### config.mk
export PLATFORM = sky130hd
export DESIGN_NAME = glp_port
export DESIGN_NICKNAME = d
export VERILOG_FILES = /design/src/design/glp_pkg.sv /design/src/design/glp_port.sv /design/src/design/glp_blink.sv
export SDC_FILE = /design/constraint.sdc
export NUM_CORES = 1
export LEC_CHECK = 0
export ABC_AREA = 1
export BUFFER_PORTS_ARGS = -buffer_cell sky130_fd_sc_hd__clkbuf_2
export CAP_MARGIN = 20
export CORE_AREA = 5 5 96 98
export DETAILED_ROUTE_END_ITERATION = 6
export DIE_AREA = 0 0 101 103
export HOLD_SLACK_MARGIN = 0.15
export SLEW_MARGIN = 20
export SYNTH_ARGS = -nofsm -noshare
export SYNTH_HDL_FRONTEND = slang
export SYNTH_HIERARCHICAL = 1
export SYNTH_SLANG_ARGS = --single-unit
### constraint.sdc
create_clock -name clk_sys_i -period 2.6 [get_ports clk_sys_i]
set_clock_uncertainty 0.05 [all_clocks]
set_input_delay 0.39 -clock clk_sys_i [delete_from_list [all_inputs] [get_ports clk_sys_i]]
set_output_delay 0.39 -clock clk_sys_i [all_outputs]
set_load 0.05 [all_outputs]
### src/design/glp_pkg.sv
package glp_pkg;

  localparam int GLP_PINS = 3;
  localparam int GLP_CLK_HZ = 50_000_000;
  localparam int GLP_BLINK_MS = 80;
  localparam int GLP_BLINK_CYC = GLP_CLK_HZ / 1000 * GLP_BLINK_MS;
  localparam int GLP_CNT_W = 23;
  localparam logic [GLP_CNT_W-1:0] GLP_CNT_RST = 23'h000000;
  localparam logic [GLP_PINS-1:0] GLP_OUT_RST = 3'h0;
  localparam logic [1:0] GLP_SYNC_RST = 2'h0;

  // per-pin direction and driver type
  typedef enum logic [1:0] {
    GLP_DIR_IN = 2'h0,
    GLP_DIR_PUSH = 2'h1,
    GLP_DIR_DRAIN = 2'h2
  } glp_dir_t;

  // pin 0 speed lamp, pin 1 link/activity lamp, pin 2 duplex lamp
  typedef struct packed {
    glp_dir_t [GLP_PINS-1:0] dir;
    logic [GLP_PINS-1:0] lamp_sel;
    logic [GLP_PINS-1:0] out_val;
  } glp_cfg_t;

  typedef struct packed {
    logic speed_100;
    logic link_up;
    logic full_duplex;
    logic autoneg_busy;
    logic tx_act;
    logic rx_act;
  } glp_link_t;

endpackage : glp_pkg

### src/design/glp_port.sv
`timescale 1ns/1ps
module glp_port
  import glp_pkg::*;
#(
  parameter int BLINK_CYC = GLP_BLINK_CYC
) (
  input wire logic clk_sys_i,
  input wire logic sys_rst_i,
  input wire glp_cfg_t cfg_i,
  input wire glp_link_t link_i,
  input wire logic [GLP_PINS-1:0] pin_i,
  output logic [GLP_PINS-1:0] pin_o,
  output logic [GLP_PINS-1:0] pin_oe_n_o,
  output logic [GLP_PINS-1:0] pin_in_o,
  output logic speed_lamp_n_o,
  output logic link_activity_lamp_n_o,
  output logic duplex_lamp_n_o
);

  logic [GLP_PINS-1:0] sync_a;
  logic [GLP_PINS-1:0] sync_b;
  logic [GLP_PINS-1:0] lamp_n;
  logic [GLP_PINS-1:0] next_pin;
  logic [GLP_PINS-1:0] next_oe_n;

  // pin pads are asynchronous: three flops from pin_i to pin_in_o
  always_ff @(posedge clk_sys_i) begin
    if (sys_rst_i) begin
      sync_a <= GLP_OUT_RST;
      sync_b <= GLP_OUT_RST;
      pin_in_o <= GLP_OUT_RST;
    end else begin
      sync_a <= pin_i;
      sync_b <= sync_a;
      pin_in_o <= sync_b;
    end
  end

  // speed lamp high only at 10M with link up and no negotiation
  always_ff @(posedge clk_sys_i) begin
    if (sys_rst_i) begin
      speed_lamp_n_o <= 1'b0;
    end else begin
      speed_lamp_n_o <= link_i.link_up && !link_i.speed_100
                        && !link_i.autoneg_busy;
    end
  end

  // activity blink timing; a bench may shorten the 80 ms span here
  glp_blink #(
    .BLINK_CYC(BLINK_CYC)
  ) u_blink (
    .clk_sys_i(clk_sys_i),
    .sys_rst_i(sys_rst_i),
    .link_up_i(link_i.link_up),
    .activity_i(link_i.tx_act || link_i.rx_act),
    .lamp_n_o(link_activity_lamp_n_o)
  );

  always_ff @(posedge clk_sys_i) begin
    if (sys_rst_i) begin
      duplex_lamp_n_o <= 1'b1;
    end else begin
      duplex_lamp_n_o <= !link_i.full_duplex;
    end
  end

  assign lamp_n = {duplex_lamp_n_o, link_activity_lamp_n_o, speed_lamp_n_o};

  function automatic logic [1:0] glp_drive(input glp_dir_t dir, input logic val);
    logic [1:0] r;
    r = 2'h1;
    unique case (dir)
      GLP_DIR_PUSH: r = {val, 1'b0};
      GLP_DIR_DRAIN: r = {1'b0, val};
      default: r = 2'h1;
    endcase
    return r;
  endfunction : glp_drive

  // per-pin output mux; returns {level, oe_n}
  always_comb begin
    next_pin = GLP_OUT_RST;
    next_oe_n = {GLP_PINS{1'b1}};
    for (int i = 0; i < GLP_PINS; i++) begin
      if (cfg_i.lamp_sel[i]) begin
        {next_pin[i], next_oe_n[i]} = glp_drive(GLP_DIR_DRAIN, lamp_n[i]);
      end else begin
        {next_pin[i], next_oe_n[i]} = glp_drive(cfg_i.dir[i], cfg_i.out_val[i]);
      end
    end
  end

  always_ff @(posedge clk_sys_i) begin
    if (sys_rst_i) begin
      pin_o <= GLP_OUT_RST;
      pin_oe_n_o <= {GLP_PINS{1'b1}};
    end else begin
      pin_o <= next_pin;
      pin_oe_n_o <= next_oe_n;
    end
  end

endmodule : glp_port

### src/design/glp_blink.sv
`timescale 1ns/1ps
module glp_blink
  import glp_pkg::*;
#(
  parameter int BLINK_CYC = GLP_BLINK_CYC
) (
  input wire logic clk_sys_i,
  input wire logic sys_rst_i,
  input wire logic link_up_i,
  input wire logic activity_i,
  output logic lamp_n_o
);

  typedef enum logic [1:0] {GLP_IDLE, GLP_OFF, GLP_ON_HOLD} glp_blink_st_t;

  glp_blink_st_t state;
  logic [GLP_CNT_W-1:0] cnt;
  logic cnt_done;

  assign cnt_done = (cnt == GLP_CNT_W'(BLINK_CYC - 1));

  always_ff @(posedge clk_sys_i) begin
    if (sys_rst_i) begin
      state <= GLP_IDLE;
      cnt <= GLP_CNT_RST;
    end else begin
      unique case (state)
        GLP_IDLE: begin
          cnt <= GLP_CNT_RST;
          if (activity_i) begin
            state <= GLP_OFF;
          end
        end
        GLP_OFF: begin
          cnt <= cnt_done ? GLP_CNT_RST : cnt + 1'b1;
          if (cnt_done) begin
            state <= GLP_ON_HOLD;
          end
        end
        GLP_ON_HOLD: begin
          cnt <= cnt_done ? GLP_CNT_RST : cnt + 1'b1;
          if (cnt_done) begin
            state <= GLP_IDLE;
          end
        end
      endcase
    end
  end

  // lamp on while link valid and not in off pulse
  always_ff @(posedge clk_sys_i) begin
    if (sys_rst_i) begin
      lamp_n_o <= 1'b1;
    end else begin
      lamp_n_o <= !(link_up_i && !(state == GLP_OFF));
    end
  end

endmodule : glp_blink

# After elaboration in Yosys (flattened, before gate mapping)
# Cells that the tools add are included.
# op_classes
muxes,12
n_addsub,1
n_reduce_logical,15
eq_ne,12
# ops
op,n
23-bit one-hot mux with 2 select lines,1
"23-bit by 1-bit adder with 23-bit output, second input constant",1
"23-bit by 22-bit == test with 1-bit output, second input constant",1
23-bit two-way mux,1
2-bit one-hot mux with 2 select lines,3
"2-bit by 1-bit == test with 1-bit output, second input constant",4
"2-bit == test, second input constant",4
2-bit OR reduction,4
2-bit two-way mux,3
"2-bit by 1-bit inequality test with 1-bit output, second input constant",3
2-bit one-hot mux with 3 select lines,1
1-bit zero test,5
1-bit logical AND,3
1-bit two-way mux,3
3-bit AND reduction,1
2-bit zero test,1
1-bit logical OR,1
# totals
output_inout_bits,12
in_bits,23
ff_bits,43

# Longest topological paths before layout
# logic_depth
ltp_word,4
depth_mapped,9
mapped_depth_nobuf,9

# By module
# Netlist, hierarchy kept.
# by_module_without_submodules
module,cells_each,area_per_inst_um2,n_inst,seq_area_each_um2
glp_blink,192,1411.4,1,520.5
glp_port,72,596.8,1,340.3

# Worst setup path after synthesis
# OpenSTA, ideal clock, no wires.
# synth_timing
path_kind,flip-flop to flip-flop
startpoint,reg u_blink.cnt[0]
endpoint,reg u_blink.cnt[12]
synth_period_minus_slack_ns,1.430
setup_time_ns,0.122
path_slack_ns,1.170
path_stages_with_launch,8
t_arrival_ns,1.258
path_cell_list,dfxtp_1 -> ha_1 -> nand3_2 -> nor2_4 -> nand3_4 -> nand3_4 -> buf_6 -> a21oi_1
# synth_between
elab_chain_len,3
word_cells_on_any_way,4
# synth_lines
item,line_no,source
from (decl),glp_blink.sv:17,logic [GLP_CNT_W-1:0] cnt;
from (signal assigned),glp_blink.sv:35,cnt <= cnt_done ? GLP_CNT_RST : cnt + 1'b1;
from (signal assigned),glp_blink.sv:41,cnt <= cnt_done ? GLP_CNT_RST : cnt + 1'b1;
23-bit by 1-bit adder with 23-bit output or 23-bit by 22-bit == test with 1-bit output (tied branches),"glp_blink.sv:35, glp_blink.sv:41, glp_blink.sv:20",
23-bit two-way mux (*),"glp_blink.sv:35, glp_blink.sv:41",
23-bit one-hot mux with 2 select lines (*),glp_blink.sv:27,unique case (state)
# Mark *: on every way between the ends. The rest lies on a longest branch, timed or not.
# A chain may end at the register's enable or synchronous reset.

# Worst setup path in the final report
# Same ends and word-level chain as after synthesis.

==> summary.txt <==
Outcome: complete, no violations
Count of cell types in the netlist: 25
Cts hold-fix bufs: 0
Mux share of post-synthesis cell area: 0
Final net count: 328
Pin count of the biggest net entering global routing: 24
Synth top area share: 0.429
RSZ-0062 raised after global routing: no
Hpwl dp: 3020 um
Layout cells sized above 1: 0.202
Synth Cell Area: 0.00201 mm2
Post-CTS Setup Inserts: 0
Worst-Margin Slew: 371 ps
Commonest cells post-synth: nand2_1 (52), nor2_1 (44), dfxtp_1 (43), inv_1 (42), a21oi_1 (16)
CP Class: flop to flop
Number of synthesis warnings: 6
Die height: 103 um
Grt ovf: 0
HP Class: primary input to flop
Switching share of power: 0.312
Area leader, netlist: dfxtp_1
Power share of the clock group: 0.289
Async set-reset flop share out of synthesis: 0
CTS tree: done
Maximum operating frequency: 628 MHz
Vias in the first global route: 1513
Fin crit period: 1590 ps
Worst path arrival time: 1710 ps
Syn_nets: 291
Pint: 0.000981 W
Comb pwr share: 0.205
Fin crit share: 0.612
DRT iter0 DRCs: 126
Post-Synth Adder-Cell Area: 0.0249
Placed Cells: 402
Antenna diode count: 0
Worst-path clk slew: 80 ps
Max rail drop VDD: 0.000315 V
Fin cells: 410
Wire per inst: 9.31 um
Root buffer cell: clkbuf_8
Core Area: 0.00838 mm2
Wirelength, routed: 3820 um
Starting Density: 0.240
# port buffers: 34
Final hold vios: 0
Io pins: 35
DR DRC count: 0
CP max FO: 23
Synth Area in XOR/XNOR: 0.0523
Top FF cell, synth: dfxtp_1
Largest family of logic cells by synthesized area: simple AND/OR/NAND/NOR gates
FF+latch count, synth: 43
P&R area growth vs syn: 17.2%
Hold Slack: 203 ps
First-pass GRT wire length: 6410 um
Seq pwr share: 0.506
Post-synth EDFFs: 0
Critical Path Source Type: flop
Via Count: 1639
Setup_tns: 0 ps
Ranking of synthesized cells by area: dfxtp_1 (43%), nand2_1 (9.7%), nor2_1 (8.2%)
CP endpoint kind: flop
Simple-Gate Fraction of Synth Area: 0.349
# resized after CTS: 0
Antenna violation net count after detailed routing: 0
Total power: 0.00143 W
Die Wd: 101 um
Register area share after synthesis: 0.429
Max-Slew Margin vs Limit: 0.753
Syn Area/Cell: 7.61 um2
Drt pass-1 iters: 4
Final Instance Area: 0.00235 mm2
Most frequent cell after synthesis: nand2_1
Setup-failing EPs final: 0
Synth Area in Compound Gates: 0.0424
CTS buffer count: 5
Die ar.: 0.0104 mm2
Pwr dens: 606 mW/mm2
Switching power: 0.000445 W
Post-Synthesis Cells: 264
Row Count: 34
Clock Sinks: 43
Clock latency on the worst-skew pair: 290 ps
P_leak: 0.957 nW
H-tree levels: 2
Fillers: 907
Placed Area: 0.00227 mm2
Longest Clk Path Bufs: 2
Multi-input gate area: 941 um2
Via density: 4.00
Final GP Congestion: 0.831
Initial antenna violation count: 0
Max-slew violations: 0
CP required: 2720 ps
Total GRT Usage: 0.0751
Max cap viols: 0
Register area: 861 um2
==> worst max-delay path, cell delays in order, from the launching register on <==
cell and delay [ps]:
dfxtp_1 370, ha_1 250, nand3_2 170, nor2_4 200, nand3_4 100, nand3_4 230
a21oi_1 80
==> kinds of logic after synthesis <==
group,count (synthesis)
AO/OA/AOI/OAI,17
XOR/XNOR,12
adder cells (fa/ha/maj),4
buffers and inverters,47
flip-flops,43
AND/OR/NAND/NOR,141
==> worst paths after layout <==
kind	to	depth (start not counted)	slack, ps	startpoint
hold reg to reg	sync_b[2]	2	350	sync_a[2]
setup / recovery	u_blink/cnt[12]	6	1010	u_blink/cnt[0]
hold / removal	duplex_lamp_n_o	2	200	link_i[3]
setup reg to reg	u_blink/cnt[12]	6	1010	u_blink/cnt[0]
==> area by class of cell <==
class                   count  share of cell area
clock inverters             2             0.00532
flip-flops and latches     43               0.366
repair buffers             34              0.0723
well taps                 108              0.0574
clock buffers               6              0.0308
multi-input cells         174               0.400
inverters                  43              0.0686
==> registers in the layout, summed over array words and instances, names as in the netlist, 2 cells and up <==
name,cells
u_blink/cnt,23
pin_o,3
u_blink/state,2
pin_oe_n_o,3
sync_a,3
pin_in_o,3
sync_b,3
==> metrics by stage <==
stage | utilization | worst slack, ps
3_3_place_gp | 0.271 | 1050
6_report | 0.281 | 1010
3_5_place_dp | 0.271 | 992
2_1_floorplan | - | 1170
4_1_cts | 0.281 | 979
5_1_grt | 0.281 | 870
==> cell usage in the layout (no fill, tap or decap) <==
| cell type | instances |
|---|---|
| ha_1 | 4 |
| inv_2 | 1 |
| clkbuf_1 | 1 |
| nor2_1 | 44 |
| or2_2 | 3 |
| nand4_1 | 3 |
| nor3b_2 | 1 |
| nor3_2 | 2 |
| nand3_2 | 3 |
| xnor2_1 | 3 |
| clkinvlp_4 | 1 |
| nor3_4 | 2 |
| nand3b_2 | 1 |
| nor3_1 | 8 |
| nand3_4 | 2 |
| xor2_1 | 9 |
| nand2_2 | 1 |
| dfxtp_1 | 43 |
| nand2_1 | 52 |
| clkbuf_8 | 5 |
| nand3b_1 | 2 |
| nor2_4 | 2 |
| a21oi_1 | 16 |
| clkinv_2 | 1 |
| o21ai_0 | 1 |
| clkbuf_2 | 34 |
| inv_1 | 42 |
| nor2_2 | 2 |
| nand3_1 | 13 |
==> power groups by stage <==
stage	clock [W]	combinational [W]	sequential [W]
after floorplan	0	0.000225	0.000765
after global routing	0.000449	0.000331	0.000727
after CTS	0.000425	0.000299	0.000722
after global placement	0	0.000293	0.000735
final	0.000412	0.000293	0.000722
after detailed placement	0	0.000298	0.000738
==> metal layers <==
layer	GRT usage	share of wire	up-vias
met3	0.0217	0.061	4
met4	0.0307	0.0092	0
met2	0.119	0.45	36
met1	0.0958	0.47	712
met5	0	0	-
li1	-	-	887
(Power assumes the default switching activity.)
